===== src/ptd_defines.vh =====
/*
 * Shared constants of the target-side command and address decoder:
 * bus command codes, decoder state codes, field positions and timing.
 * Assumes a 32-bit bus sampled on the rising clock edge.
 */
`ifndef PTD_DEFINES_VH
`define PTD_DEFINES_VH

// bus command codes as they appear on the command lines
`define PTD_CMD_IO_RD    4'h2
`define PTD_CMD_IO_WR    4'h3
`define PTD_CMD_MEM_RD   4'h6
`define PTD_CMD_MEM_WR   4'h7
`define PTD_CMD_CFG_RD   4'ha
`define PTD_CMD_CFG_WR   4'hb

// address space codes reported to the local side
`define PTD_SPACE_IO     2'h0
`define PTD_SPACE_MEM    2'h1
`define PTD_SPACE_CFG    2'h2

// decoder states
`define PTD_ST_IDLE      3'h0
`define PTD_ST_DECODE    3'h1
`define PTD_ST_DATA      3'h2
`define PTD_ST_STOP      3'h3
`define PTD_ST_TURN      3'h4

// field positions in the address word
`define PTD_CFG_FUNC_HI  10
`define PTD_CFG_FUNC_LO  8
`define PTD_CFG_REG_HI   7
`define PTD_CFG_REG_LO   2
`define PTD_CFG_TYPE0    2'h0
`define PTD_BURST_LINEAR 2'h0

// device select timing class reported in status (medium)
`define PTD_DEVSEL_TIMING 2'h1

// defaults for the decoded windows
`define PTD_IO_BASE_RST  32'h0000_1000
`define PTD_MEM_BASE_RST 32'h8000_0000

`endif


===== src/ptd_parity.v =====
/*
 * Even parity generator over a vector of any width.
 * Pure combinational; the caller registers the result where needed.
 */
module ptd_parity #(
	parameter WIDTH = 36
) (
	input  wire [WIDTH-1:0] bits,
	output wire             parity
);

	// parity bit that makes the total count of ones even
	assign parity = ^bits;

endmodule // ptd_parity


===== src/ptd_sts_drv.v =====
/*
 * Driver for one sustained tri-state, active-low bus signal.
 * Assumes the owner raises hold for as long as it owns the line.
 */
module ptd_sts_drv (
	input  wire clk,
	input  wire arst_n,
	input  wire assertReq,
	input  wire holdReq,
	output reg  pinOut_n,
	output reg  pinOe
);

	reg ownPrev; // owned in the previous cycle

	////////////////////////////////////////////////////////////////////
	// drive low while asserted; after ownership ends the line is driven
	// high for one more clock so a slow pull-up cannot leave it
	// floating low for the next owner
	always @(posedge clk or negedge arst_n) begin
		if (!arst_n) begin
			pinOut_n <= 1'b1;
			pinOe    <= 1'b0;
			ownPrev  <= 1'b0;
		end else begin
			ownPrev  <= holdReq;
			pinOut_n <= ~(assertReq & holdReq);
			pinOe    <= holdReq | ownPrev;
		end
	end

endmodule // ptd_sts_drv


===== src/ptd_target_decode.v =====
/*
 * Target front end of a single-function 32-bit bus device: decodes
 * command and address, claims its own accesses with medium device
 * select timing, checks I/O byte enables and burst order, selects
 * configuration by select line and function, and flags parity errors.
 * Assumes all pin inputs are synchronous to clk (the bus clock) and
 * that a board-level resolver merges the output enables onto wires.
 */
`include "ptd_defines.vh"

module ptd_target_decode #(
	parameter [31:0] IO_BASE  = `PTD_IO_BASE_RST,
	parameter        IO_BITS  = 8,
	parameter [31:0] MEM_BASE = `PTD_MEM_BASE_RST,
	parameter        MEM_BITS = 16
) (
	input  wire        clk,
	input  wire        arst_n,
	input  wire        frameIn_n,
	input  wire        irdyIn_n,
	input  wire        idsel,
	input  wire [31:0] adIn,
	input  wire [3:0]  cbeIn_n,
	input  wire        parIn,
	output reg  [31:0] adOut,
	output reg         adOe,
	output reg         parOut,
	output reg         parOe,
	output wire        devselOut_n,
	output wire        devselOe,
	output wire        trdyOut_n,
	output wire        trdyOe,
	output wire        stopOut_n,
	output wire        stopOe,
	output wire        perrOut_n,
	output wire        perrOe,
	output reg         serrOut_n,
	output reg         serrOe,
	input  wire        localReady,
	input  wire [31:0] rdData,
	output reg         hitStrobe,
	output reg  [1:0]  hitSpace,
	output reg  [31:0] hitAddr,
	output reg         hitWrite,
	output reg         xferStrobe,
	output reg  [31:0] xferData,
	output reg  [3:0]  xferBe,
	output reg         addrParErr,
	output reg         dataParErr
);

	////////////////////////////////////////////////////////////////////
	// state and latched address phase

	reg  [2:0]  state;      // decoder state
	reg  [2:0]  next_state; // next decoder state
	reg  [31:0] addrReg;    // address captured in the address phase
	reg  [3:0]  cmdReg;     // command captured in the address phase
	reg         idselReg;   // config select captured with the address
	reg         lastIdle;   // bus was idle in the previous cycle
	reg  [31:0] lastAd;     // lines of the previous cycle, for parity
	reg  [3:0]  lastCbe;    // command/enables of the previous cycle
	reg         wrXferPrev; // a write transfer ended last cycle
	reg         nonLinear;  // claimed burst uses an unsupported order
	reg         isWrite;    // claimed access is a write
	reg  [29:0] dwAddr;     // running doubleword address of a burst

	wire        chkParity;  // parity of the previous cycle's lines
	wire        genParity;  // parity of what we drive now
	wire        parBad;     // previous cycle's parity does not match
	wire        addrPhase;  // first clock of a new transaction
	wire        xfer;       // data transfer this edge

	// the command lines hold the command raw, not inverted
	wire [3:0]  cmd = cbeIn_n;

	// sampled at every rising edge only
	assign addrPhase = ~frameIn_n & lastIdle;
	assign xfer      = ~irdyIn_n & ~trdyOut_n;
	assign parBad    = chkParity ^ parIn;

	ptd_parity #(.WIDTH(36)) u_chk (
		.bits   ({lastAd, lastCbe}),
		.parity (chkParity)
	);

	ptd_parity #(.WIDTH(36)) u_gen (
		.bits   ({adOut, cbeIn_n}),
		.parity (genParity)
	);

	////////////////////////////////////////////////////////////////////
	// decode of the captured address phase, judged in the turnaround
	// cycle when byte enables and address parity are both on the bus

	reg ioCmd;   // I/O read or write
	reg memCmd;  // plain memory read or write
	reg cfgCmd;  // configuration read or write
	reg ioBeOk;  // byte enables legal for the starting byte
	reg claim;   // this access is ours

	// unsupported codes fall through as not addressed
	always @* begin
		ioCmd  = (cmdReg == `PTD_CMD_IO_RD) ||
			(cmdReg == `PTD_CMD_IO_WR);
		memCmd = (cmdReg == `PTD_CMD_MEM_RD) ||
			(cmdReg == `PTD_CMD_MEM_WR);
		cfgCmd = (cmdReg == `PTD_CMD_CFG_RD) ||
			(cmdReg == `PTD_CMD_CFG_WR);
	end

	// starting byte against enables; all-off is always legal
	always @* begin
		case (addrReg[1:0])
			2'h0: ioBeOk = 1'b1;
			2'h1: ioBeOk = (cbeIn_n[1:0] == 2'h1) ||
				(cbeIn_n == 4'hf);
			2'h2: ioBeOk = (cbeIn_n[2:0] == 3'h3) ||
				(cbeIn_n == 4'hf);
			2'h3: ioBeOk = (cbeIn_n == 4'h7) || (cbeIn_n == 4'hf);
			default: ioBeOk = 1'b0;
		endcase
	end

	// a corrupted address is never claimed: it may not be ours
	always @* begin
		claim = 1'b0;
		if (!parBad) begin
			if (ioCmd)
				claim = ioBeOk && (addrReg[31:IO_BITS] ==
					IO_BASE[31:IO_BITS]);
			else if (memCmd)
				claim = addrReg[31:MEM_BITS] ==
					MEM_BASE[31:MEM_BITS];
			else if (cfgCmd)
				claim = idselReg &&
					(addrReg[1:0] == `PTD_CFG_TYPE0) &&
					(addrReg[`PTD_CFG_FUNC_HI:`PTD_CFG_FUNC_LO]
					== 3'h0);
		end
	end

	////////////////////////////////////////////////////////////////////
	// next state

	always @* begin
		next_state = state;
		case (state)
			`PTD_ST_IDLE: begin
				if (addrPhase)
					next_state = `PTD_ST_DECODE;
			end
			// one wait clock gives medium select timing
			`PTD_ST_DECODE: begin
				if (claim)
					next_state = `PTD_ST_DATA;
				else
					next_state = `PTD_ST_IDLE;
			end
			`PTD_ST_DATA: begin
				if (xfer && frameIn_n)
					next_state = `PTD_ST_TURN;
				else if (xfer && nonLinear)
					next_state = `PTD_ST_STOP;
			end
			// hold stop until the master drops frame
			`PTD_ST_STOP: begin
				if (frameIn_n)
					next_state = `PTD_ST_TURN;
			end
			`PTD_ST_TURN: next_state = `PTD_ST_IDLE;
			default: next_state = `PTD_ST_IDLE;
		endcase
	end

	////////////////////////////////////////////////////////////////////
	// control line requests, fed from next state (perrReq from wrXferPrev)
	// so the select, ready and stop driver flops change on the same edge as the state

	wire ownTarget = (next_state == `PTD_ST_DATA) ||
		(next_state == `PTD_ST_STOP);
	wire trdyReq   = (next_state == `PTD_ST_DATA) && localReady &&
		!(xfer && nonLinear);
	wire stopReq   = (next_state == `PTD_ST_STOP);
	wire perrReq   = wrXferPrev && parBad;

	// select asserted for our own access
	ptd_sts_drv u_devsel (
		.clk       (clk),
		.arst_n    (arst_n),
		.assertReq (ownTarget),
		.holdReq   (ownTarget),
		.pinOut_n  (devselOut_n),
		.pinOe     (devselOe)
	);

	// ready only while the local side can finish the phase
	ptd_sts_drv u_trdy (
		.clk       (clk),
		.arst_n    (arst_n),
		.assertReq (trdyReq),
		.holdReq   (ownTarget),
		.pinOut_n  (trdyOut_n),
		.pinOe     (trdyOe)
	);

	ptd_sts_drv u_stop (
		.clk       (clk),
		.arst_n    (arst_n),
		.assertReq (stopReq),
		.holdReq   (ownTarget),
		.pinOut_n  (stopOut_n),
		.pinOe     (stopOe)
	);

	// one clock low then one clock high, then released
	ptd_sts_drv u_perr (
		.clk       (clk),
		.arst_n    (arst_n),
		.assertReq (perrReq),
		.holdReq   (perrReq),
		.pinOut_n  (perrOut_n),
		.pinOe     (perrOe)
	);

	////////////////////////////////////////////////////////////////////
	// state, capture and parity history

	always @(posedge clk or negedge arst_n) begin
		if (!arst_n) begin
			state      <= `PTD_ST_IDLE;
			addrReg    <= 32'h0000_0000;
			cmdReg     <= 4'h0;
			idselReg   <= 1'b0;
			lastIdle   <= 1'b0;
			lastAd     <= 32'h0000_0000;
			lastCbe    <= 4'h0;
			wrXferPrev <= 1'b0;
			nonLinear  <= 1'b0;
			isWrite    <= 1'b0;
		end else begin
			state    <= next_state;
			lastIdle <= frameIn_n & irdyIn_n;
			lastAd   <= adIn;
			lastCbe  <= cbeIn_n;
			// only write data parity is ours to check
			wrXferPrev <= (state == `PTD_ST_DATA ||
				state == `PTD_ST_STOP) && xfer && isWrite;
			if (addrPhase && state == `PTD_ST_IDLE) begin
				addrReg  <= adIn;
				cmdReg   <= cmd;
				idselReg <= idsel;
			end
			if (state == `PTD_ST_DECODE) begin
				isWrite   <= cmdReg[0];
				// order bits only matter for memory
				nonLinear <= memCmd &&
					(addrReg[1:0] != `PTD_BURST_LINEAR);
			end
		end
	end

	////////////////////////////////////////////////////////////////////
	// read data and its parity; parity trails the data by one clock

	always @(posedge clk or negedge arst_n) begin
		if (!arst_n) begin
			adOut  <= 32'h0000_0000;
			adOe   <= 1'b0;
			parOut <= 1'b0;
			parOe  <= 1'b0;
		end else begin
			adOe   <= ownTarget && !cmdReg[0];
			parOut <= genParity;
			parOe  <= adOe;
			// keep the word steady while ready waits on the master
			if (trdyOut_n || xfer)
				adOut <= rdData;
		end
	end

	////////////////////////////////////////////////////////////////////
	// local side reports and error flags

	always @(posedge clk or negedge arst_n) begin
		if (!arst_n) begin
			hitStrobe  <= 1'b0;
			hitSpace   <= `PTD_SPACE_IO;
			hitAddr    <= 32'h0000_0000;
			hitWrite   <= 1'b0;
			xferStrobe <= 1'b0;
			xferData   <= 32'h0000_0000;
			xferBe     <= 4'h0;
			addrParErr <= 1'b0;
			dataParErr <= 1'b0;
			serrOut_n  <= 1'b1;
			serrOe     <= 1'b0;
			dwAddr     <= 30'h0000_0000;
		end else begin
			hitStrobe  <= (state == `PTD_ST_DECODE) && claim;
			xferStrobe <= (state == `PTD_ST_DATA) && xfer;
			// open drain: drive low one clock, otherwise float
			addrParErr <= (state == `PTD_ST_DECODE) && parBad;
			serrOe     <= (state == `PTD_ST_DECODE) && parBad;
			serrOut_n  <= ~((state == `PTD_ST_DECODE) &&
				parBad);
			dataParErr <= perrReq;
			if (state == `PTD_ST_DECODE) begin
				hitWrite <= cmdReg[0];
				dwAddr   <= addrReg[31:2];
				if (ioCmd) begin
					hitSpace <= `PTD_SPACE_IO;
					hitAddr  <= addrReg;
				end else if (memCmd) begin
					hitSpace <= `PTD_SPACE_MEM;
					hitAddr  <= {addrReg[31:2], 2'h0};
				end else begin
					hitSpace <= `PTD_SPACE_CFG;
					hitAddr  <= {24'h000000,
						addrReg[`PTD_CFG_REG_HI:`PTD_CFG_REG_LO],
						2'h0};
				end
			end
			if (state == `PTD_ST_DATA && xfer) begin
				xferData <= isWrite ? adIn : adOut;
				xferBe   <= ~cbeIn_n;
				hitAddr  <= {dwAddr, 2'h0};
				// linear increment for the next phase
				dwAddr   <= dwAddr + 30'h0000_0001;
			end
		end
	end

endmodule // ptd_target_decode


===== config.mk =====
export PLATFORM = sky130hd
export DESIGN_NAME = ptd_target_decode
export DESIGN_NICKNAME = d
export VERILOG_FILES = /design/src/ptd_parity.v /design/src/ptd_sts_drv.v /design/src/ptd_target_decode.v
export VERILOG_INCLUDE_DIRS = /design/src
export SDC_FILE = /design/constraint.sdc
export NUM_CORES = 1
export LEC_CHECK = 0
export ABC_AREA = 1
export BUFFER_PORTS_ARGS = -buffer_cell sky130_fd_sc_hd__buf_2
export CAP_MARGIN = 20
export CORE_UTILIZATION = 61
export CTS_CLUSTER_DIAMETER = 100
export CTS_CLUSTER_SIZE = 24
export DETAILED_ROUTE_END_ITERATION = 8
export PLACE_DENSITY = 0.87
export SLEW_MARGIN = 5
export SYNTH_ARGS = -nofsm -noshare
export SYNTH_HDL_FRONTEND = slang
export SYNTH_SLANG_ARGS = --single-unit

===== constraint.sdc =====
create_clock -name clk -period 2.5 [get_ports clk]
set_input_delay 0.5 -clock clk [delete_from_list [all_inputs] [get_ports clk]]
set_output_delay 0.5 -clock clk [all_outputs]
set_load 0.005 [all_outputs]

Word-level counts from Yosys, hierarchy flattened
Cells that the tools add are included.
{"block": "totals", "reg_bits": 227, "ram_bits": 0, "memories": 0, "mem_bits_ro": 0, "latch_bits": 0, "inputBits": 75}
{"block": "classes", "mux": 20, "reduce_logical": 34, "n_lt_le_gt_ge": 0, "n_div": 0, "shifts": 0, "n_addsub": 1, "mul": 0, "eq_ne": 20, "n_bitwise": 17}
{"operator": "two-way mux 32 bit", "count": 5}
{"operator": "XOR reduction 36 bit", "count": 2}
{"operator": "two-way mux 30 bit", "count": 2}
{"operator": "adder 30 x 1 -> 30 bit, second input constant", "count": 1}
{"operator": "equality test 24 x 5 -> 1 bit, second input constant", "count": 1}
{"operator": "equality test 16 bit, second input constant", "count": 1}
{"operator": "logical AND 1 bit", "count": 16}
{"operator": "equality test 3 x 2 -> 1 bit, second input constant", "count": 5}
{"operator": "equality test 4 x 3 -> 1 bit, second input constant", "count": 3}
{"operator": "equality test 4 bit, second input constant", "count": 3}
{"operator": "two-way mux 3 bit", "count": 4}
{"operator": "case mux 3 bit (4 select lines)", "count": 1}
{"operator": "logical OR 1 bit", "count": 9}
{"operator": "equality test 4 x 2 -> 1 bit, second input constant", "count": 2}
{"operator": "NOT 1 bit", "count": 8}
{"operator": "zero test 3 bit", "count": 2}
{"operator": "two-way mux 2 bit", "count": 3}
{"operator": "bitwise AND 1 bit", "count": 5}
{"operator": "equality test 2 x 1 -> 1 bit, second input constant", "count": 2}
{"operator": "equality test 2 bit, second input constant", "count": 2}
{"operator": "two-way mux 1 bit", "count": 4}
{"operator": "NOT 4 bit", "count": 1}
{"operator": "case mux 1 bit (4 select lines)", "count": 1}
{"operator": "nonzero test 2 bit", "count": 2}
{"operator": "5 further kinds", "count": 7}

Depth between registers and ports, before layout
Gate-level depths: netlist (run 1).
{"block": "logic_depth", "word_depth": 14, "depth_mapped": 16}

Cells and area by module
From an unflattened synthesis (run 1), not the netlist that was laid out.
{"block": "unflattened", "cells_unflattened": 1430, "hier_area_um2": 11293.3}
{"module": "ptd_target_decode", "cells_each": 1048, "area_each_um2": 9429.0, "seq_area_each_um2": 5506.5, "instances": 1}
{"module": "ptd_parity", "cells_each": 177, "area_each_um2": 749.5, "seq_area_each_um2": 0.0, "instances": 2}
{"module": "ptd_sts_drv", "cells_each": 7, "area_each_um2": 91.3, "seq_area_each_um2": 76.3, "instances": 4}

Worst setup path before layout (run 1)
OpenSTA, ideal clock, no wires.
{"block": "synth_path", "path_kind": "reg2reg", "startpoint": "register dwAddr[0]", "endpoint": "register dwAddr[26]", "setup_slack_ns": 0.806, "setup_time_ns": 0.117, "synth_period_minus_slack_ns": 1.694, "arrival_time_ns": 1.578, "path_stages_with_launch": 13, "t_required_ns": 2.383, "cell_sequence": "dfrtp_1 > ha_1 > nand3_1 > nor2_1 > nand2_1 > nor2_2 > nand2_2 > nor2_4 > nand3_2 > o31ai_1 > nand2_1 > nand2_1 > nand2_1"}
{"block": "synth_via", "elab_chain_len": 2}
{"item": "from (decl)", "line": "ptd_target_decode.v:66", "source": "reg [29:0] dwAddr;"}
{"item": "from (signal assigned)", "line": "ptd_target_decode.v:310", "source": "dwAddr <= addrReg[31:2];"}
{"item": "from (signal assigned)", "line": "ptd_target_decode.v:329", "source": "dwAddr <= dwAddr + 30'h0000_0001;"}
{"item": "adder 30 x 1 -> 30 bit", "line": "ptd_target_decode.v:329"}
{"item": "two-way mux 30 bit", "line": "ptd_target_decode.v:324", "source": "if (state == `PTD_ST_DATA && xfer) begin"}
Every way passes these cells.
A chain may end at the register's enable or synchronous reset.

Worst setup path in the final report (run 1)
{"block": "layout_path", "startpoint": "register state[2]", "endpoint": "register dwAddr[21]"}
{"block": "layout_via", "elab_chain_len": 3, "elab_cells_between_ends": 5, "classes_between": "eq/ne: 2; mux: 1; reduce/logical: 2"}
{"item": "from (decl)", "line": "ptd_target_decode.v:55", "source": "reg [2:0] state;"}
{"item": "from (signal assigned)", "line": "ptd_target_decode.v:231", "source": "state <= `PTD_ST_IDLE;"}
{"item": "from (signal assigned)", "line": "ptd_target_decode.v:242", "source": "state <= next_state;"}
{"item": "equality test 3 x 2 -> 1 bit"}
{"item": "logical AND 1 bit", "line": "ptd_target_decode.v:324"}
{"item": "two-way mux 30 bit or nonzero test 2 bit (tied branches)"}
Parallel ways exist; a longest one is shown, timed or not.

==> results of run 1 <==
[cell usage after synthesis, types with 5 or more instances]
cell,n,share of area [%]
a21oi_1,15,0.69
a31oi_1,5,0.29
buf_1,6,0.21
buf_2,14,0.64
buf_4,5,0.35
clkbuf_1,22,0.76
dfrtp_1,222,51
dfstp_2,5,1.2
ha_1,5,0.58
inv_1,140,4.8
mux2_2,33,3.4
nand2_1,432,15
nand3_1,16,0.74
nand3b_1,6,0.41
nand4_1,9,0.52
nor2_1,57,2.0
nor2_2,5,0.29
nor2_4,5,0.52
nor3_1,11,0.51
o211ai_1,16,1.1
o21ai_0,140,6.4
o21ai_1,12,0.55
o221ai_1,10,0.81
o31ai_1,5,0.35
xnor2_1,28,2.3
xor2_1,20,1.6
[area by class of cell]
class | instances | share of cell area, %
sequential | 227 | 45.80
multi-input combinational | 861 | 35.34
timing repair buffer | 210 | 9.269
inverter | 146 | 4.453
clock buffer | 17 | 2.740
tap | 225 | 2.267
clock inverter | 1 | 0.1310
[critical path, stage by stage, from the launching register on]
cell	delay (ps)
dfrtp_1	430
inv_1	70
nand2_2	100
nor2_4	50
nand2_4	90
inv_6	80
nor2_4	560
buf_4	360
a31oi_1	70
o21ai_0	80
o21ai_0	110
[final timing paths]
check	start	endpoint	slack (ps)	cells past startpoint
hold reg to reg	adOe	parOe	380	0
setup reg to reg	state[2]	dwAddr[21]	370	10
min in group clk	adIn[1]	lastAd[1]	140	1
max in group asynchronous	arst_n	xferData[5]	1760	2
setup / recovery	state[2]	dwAddr[21]	370	10
hold / removal	arst_n	addrReg[22]	-10	1
[cells by family after synthesis]
kind of cell               Yosys count
DFF                                227
adders and majority gates            5
AOI/OAI and AO/OA                  215
muxes                               33
and+or+nand+nor                    560
xor gates and xnor gates            48
buffers and inverters              196
[power by group through the flow]
stage / clock (mW) / combinational (mW) / sequential (mW)
CTS: 2.20 / 3.68 / 5.54
global route: 2.31 / 4.20 / 5.70
finish: 2.17 / 3.68 / 5.56
floorplan: 0 / 2.30 / 5.45
global placement: 0 / 3.50 / 5.57
detailed placement: 0 / 3.65 / 5.60
[metal layers]
metal | wire [um] | global-route usage (%) | vias up
met5 | 0 | 0 | -
met4 | 493 | 7.054 | 0
met3 | 2048 | 5.238 | 39
met2 | 12720 | 49.43 | 377
met1 | 11480 | 42.54 | 4327
li1 | - | - | 4432
[flip-flops by register name, summed over array words and instances (netlist names), 2 cells and up]
register,flops
adOut,32
addrReg,32
hitAddr,32
lastAd,32
xferData,32
dwAddr,30
cmdReg,4
lastCbe,4
xferBe,4
state,3
hitSpace,2
[stage by stage]
stage	setup WS, ps	instances	power [mW]
finish	366.9	1687	11.41
CTS	367.8	1687	11.42
detailed placement	313.5	1669	9.248
global placement	364.7	1669	9.070
global route	129.1	1687	12.21
floorplan	806.0	1284	7.749
==> results.toml, run 1 <==
[cts]
cts-root-buf = "clkbuf_16"
cts_buffers = 13
clkTransAtPathRegs_ps = 100
hold_buffers = 0
cts_max_path_buffers = 3
clkSinkCount = 227
cts_setup_buffers = 0
h-tree-depth = 1
worstSkewPairLatency_ps = 470
cts_tree = "done"
cts_resized = 0

[drt]
avgViaCountPerCell = 5.439
first_pass_iters = 6
num_vias = 9175
wl_per_cell_um = 15.85
drc = 0
drtIter0Drc = 790
antenna_left = 0
drt_wl_total_mm = 26.74

[grt]
grt_pass1_wl_mm = 44.02
antenna_found_initial = 0
gr-usage-all-layers_pct = 30.34
grt_max_degree = 129
grt_pass1_vias = 8871
grt_overflow = 0

[pwr]
seqPwrFrac_pct = 48.8
swShare_pct = 36.63
p_per_area_nw_per_um2 = 919.0
power_frac_comb_pct = 32.2
internal-power_mw = 7.232
power_leakage_nw = 6.519
clock_power_share_pct = 19.0
switching_power_mw = 4.181
irDropWorstVdd_v = 0.0006265

[synth]
synth_cell_types = 46
synthSimpleGateAreaFrac_pct = 21.36
ys_ff_latch = 227
synth-edff-count = 0
netlist_instances = 1284
synth_xor_xnor_area_share_pct = 3.867
netlist_area_um2 = 10870
syn_area_per_cell_um2 = 8.466
syn_nets = 1364
synth_ff_type = "dfrtp_1"
synthAdderAreaFrac_pct = 0.5755
ys_warn_count = 0
synth_mux_area_share_pct = 3.419
synth_top_family_by_area = "simple AND/OR/NAND/NOR gates"
ys_seq_area_share_pct = 52.31
postSynth.asyncResetShare_pct = 100.0
synth_compound_area_share_pct = 11.11

[timing]
maxSlewViolCount = 0
tns_ps = 0
fin_crit_sh_pct = 85.33
hold_ws_ps = -10.28
max_freq_mhz = 468.8
skew_ps = 23.59
tightest_slew_ps = 726.8
slew_headroom_pct = 51.43
rsz0062_at_grt = "no"
finalHoldViolations = 3
setup_viol = 0
min_period_ps = 2133

[cells_and_area]
layout.nets = 1539
final_common_cell = "nand2_1"
final_cell_area_um2 = 12420
finish.utilization_pct = 71.55
register_area_um2 = 5688
area_growth_pct = 14.25
mostFrequentLayoutCells = "nand2_1, dfrtp_1, buf_2, inv_1, o21ai_0"
drive_gt1_share_pct = 20.18
n_antenna_cell = 0
multi_input_area_um2 = 4389
fillers = 1331

[floorplanning]
core_um2 = 17360
die_x_um = 135.5
start_util_pct = 62.63
num_rows = 48
die_area_um2 = 18360
ioPinCount = 195
die_h_um = 135.5

[critical_path]
cp-start-kind = "flip-flop"
worstSetupPathType = "flip-flop to flip-flop"
worstPathMaxFanout = 34
end_kind = "flip-flop"
worst_ep_arrival_time_ps = 2470
cp.required_ps = 2840

[min_path]
hold_path.class = "primary input to asynchronous set/reset pin"

[flow_run]
drv_cap = 0

[status]
violations = "negative hold slack"
status = "finished with violations"

[placed_design]
place.detailed.hpwl_mm = 19.56
dpl-instance-area_um2 = 12060
routabilityCongestion = 0.8767
io_buffers = 194
(Power assumes the default switching activity.)
==> run 2, diff against run 1 <==
--- a/config.mk
+++ b/config.mk
@@ -7,13 +7,12 @@
 export NUM_CORES = 1
 export LEC_CHECK = 0
 export ABC_AREA = 1
-export BUFFER_PORTS_ARGS = -buffer_cell sky130_fd_sc_hd__buf_2
-export CAP_MARGIN = 20
-export CORE_UTILIZATION = 61
+export CORE_UTILIZATION = 64
 export CTS_CLUSTER_DIAMETER = 100
 export CTS_CLUSTER_SIZE = 24
 export DETAILED_ROUTE_END_ITERATION = 8
-export PLACE_DENSITY = 0.87
+export DONT_BUFFER_PORTS = 1
+export PLACE_DENSITY = 0.81
 export SLEW_MARGIN = 5
 export SYNTH_ARGS = -nofsm -noshare
 export SYNTH_HDL_FRONTEND = slang
==> constraint.sdc (replaced) <==
create_clock -name clk -period 2.2 [get_ports clk]
set_input_delay 0.44 -clock clk [delete_from_list [all_inputs] [get_ports clk]]
set_output_delay 0.44 -clock clk [all_outputs]
set_load 0.005 [all_outputs]
==> results.toml, run 2 (synthesis gave the netlist of run 1 again) <==
[floorplanning]
core_um2 = 16580
num_rows = 47
die_area_um2 = 17510
ioPinCount = 195
start_util_pct = 65.55
die_h_um = 132.3
die_x_um = 132.3

[cts]
hold_buffers = 36
worstSkewPairLatency_ps = 480
cts-root-buf = "clkbuf_16"
clkTransAtPathRegs_ps = 100
cts_max_path_buffers = 3
cts_setup_buffers = 0
clkSinkCount = 227
h-tree-depth = 1
cts_resized = 0
cts_tree = "done"
cts_buffers = 13

[timing]
setup_viol = 0
maxSlewViolCount = 0
tns_ps = 0
slew_headroom_pct = 58.74
finalHoldViolations = 227
skew_ps = 20.58
max_freq_mhz = 508.3
tightest_slew_ps = 618.9
hold_ws_ps = -351.5
rsz0062_at_grt = "no"
fin_crit_sh_pct = 89.42
min_period_ps = 1967

[placed_design]
io_buffers = 0
place.detailed.hpwl_mm = 18.21
routabilityCongestion = 0.8953

[flow_run]
drv_cap = 0

[pwr]
power_frac_comb_pct = 26.9
switching_power_mw = 4.508
p_per_area_nw_per_um2 = 1049
swShare_pct = 36.57
power_leakage_nw = 5.803
clock_power_share_pct = 20.0
internal-power_mw = 7.820
seqPwrFrac_pct = 53.1
irDropWorstVdd_v = 0.0007885

[status]
violations = "negative hold slack"
status = "finished with violations"

[critical_path]
worstPathMaxFanout = 5
end_kind = "flip-flop"
worstPathCellList = "ha_1, nand3_1, nor2_1, nand2_1, nor2_2, nand2_2, nor2_4, nand3_2, clkinv_1, nand2_1, o21ai_1, o21ai_1, nand2_1, o21ai_1"
cp.required_ps = 2570
worstSetupPathType = "flip-flop to flip-flop"
crit_family = "simple AND/OR/NAND/NOR gates"
cp-start-kind = "flip-flop"
cp_slowest_cell = "dfrtp_1"
worst_ep_arrival_time_ps = 2330
critPathMaxStageDelay_ps = 420
path_buf_inv = 1

[drt]
num_vias = 8519
avgViaCountPerCell = 5.597
antenna_left = 0
drtIter0Drc = 666
first_pass_iters = 5
drc = 0
drt_wl_total_mm = 25.85
wl_per_cell_um = 16.99

[cells_and_area]
n_antenna_cell = 0
area_growth_pct = 8.160
finish.utilization_pct = 70.90
mostFrequentLayoutCells = "nand2_1, dfrtp_1, inv_1, o21ai_0, nor2_1"
final_common_cell = "nand2_1"
drive_gt1_share_pct = 7.680
layout.nets = 1379

[grt]
grt_pass1_vias = 8408
grt_max_degree = 228
grt_pass1_wl_mm = 42.17
grt_overflow = 0
gr-usage-all-layers_pct = 30.05
antenna_found_initial = 0

[min_path]
hold_path.class = "primary input to asynchronous set/reset pin"
## run 2: area by class of cell
type,count,area (um^2)
flip-flops and latches,227,5688
fillers,1313,4826
multi-input cells,861,4389
inverters,146,553.0
repair buffers,50,490.5
clock buffers,16,336.6
well taps,220,275.3
clock inverters,2,25.02
## run 2: power groups by stage
stage	sequential, mW	combinational [mW]	clock [mW]
detailed placement	6.60	3.22	0
finish	6.55	3.32	2.46
global route	6.70	3.79	2.63
global placement	6.56	3.09	0
floorplan	6.20	2.61	0
CTS	6.53	3.29	2.50
## run 2: through the flow
| stage | total power [mW] | cell area [um^2] | std cells | setup slack [ps] | hold slack, ps |
|---|---|---|---|---|---|
| after floorplan | 8.806 | 10870 | 1284 | 506.0 | 144.4 |
| after global placement | 9.643 | 11040 | 1468 | 329.7 | 153.7 |
| after detailed placement | 9.823 | 11040 | 1468 | 267.3 | 150.0 |
| after CTS | 12.33 | 11760 | 1522 | 255.6 | -363.6 |
| after global routing | 13.12 | 11760 | 1522 | 97.26 | -374.5 |
| final | 12.33 | 11760 | 1522 | 232.8 | -351.5 |
## run 2: final timing paths
kind                             from              end  slack, ps  cells after the start
setup / recovery            dwAddr[0]       dwAddr[28]        230                     14
hold / removal                 arst_n       dwAddr[18]       -350                      0
setup reg to reg            dwAddr[0]       dwAddr[28]        230                     14
hold reg to reg            wrXferPrev  u_perr.pinOut_n        420                      1
max in group asynchronous      arst_n        adOut[25]       2290                      0
min in group clk           cbeIn_n[0]        xferBe[0]         70                      1
## run 2: per-layer routing
layer	vias up	wire length, um	track usage [%]
met1	4036	10950	40.46
met4	0	604	8.238
met5	-	0	0
met2	325	12190	48.68
met3	41	2109	7.612
li1	4117	-	-
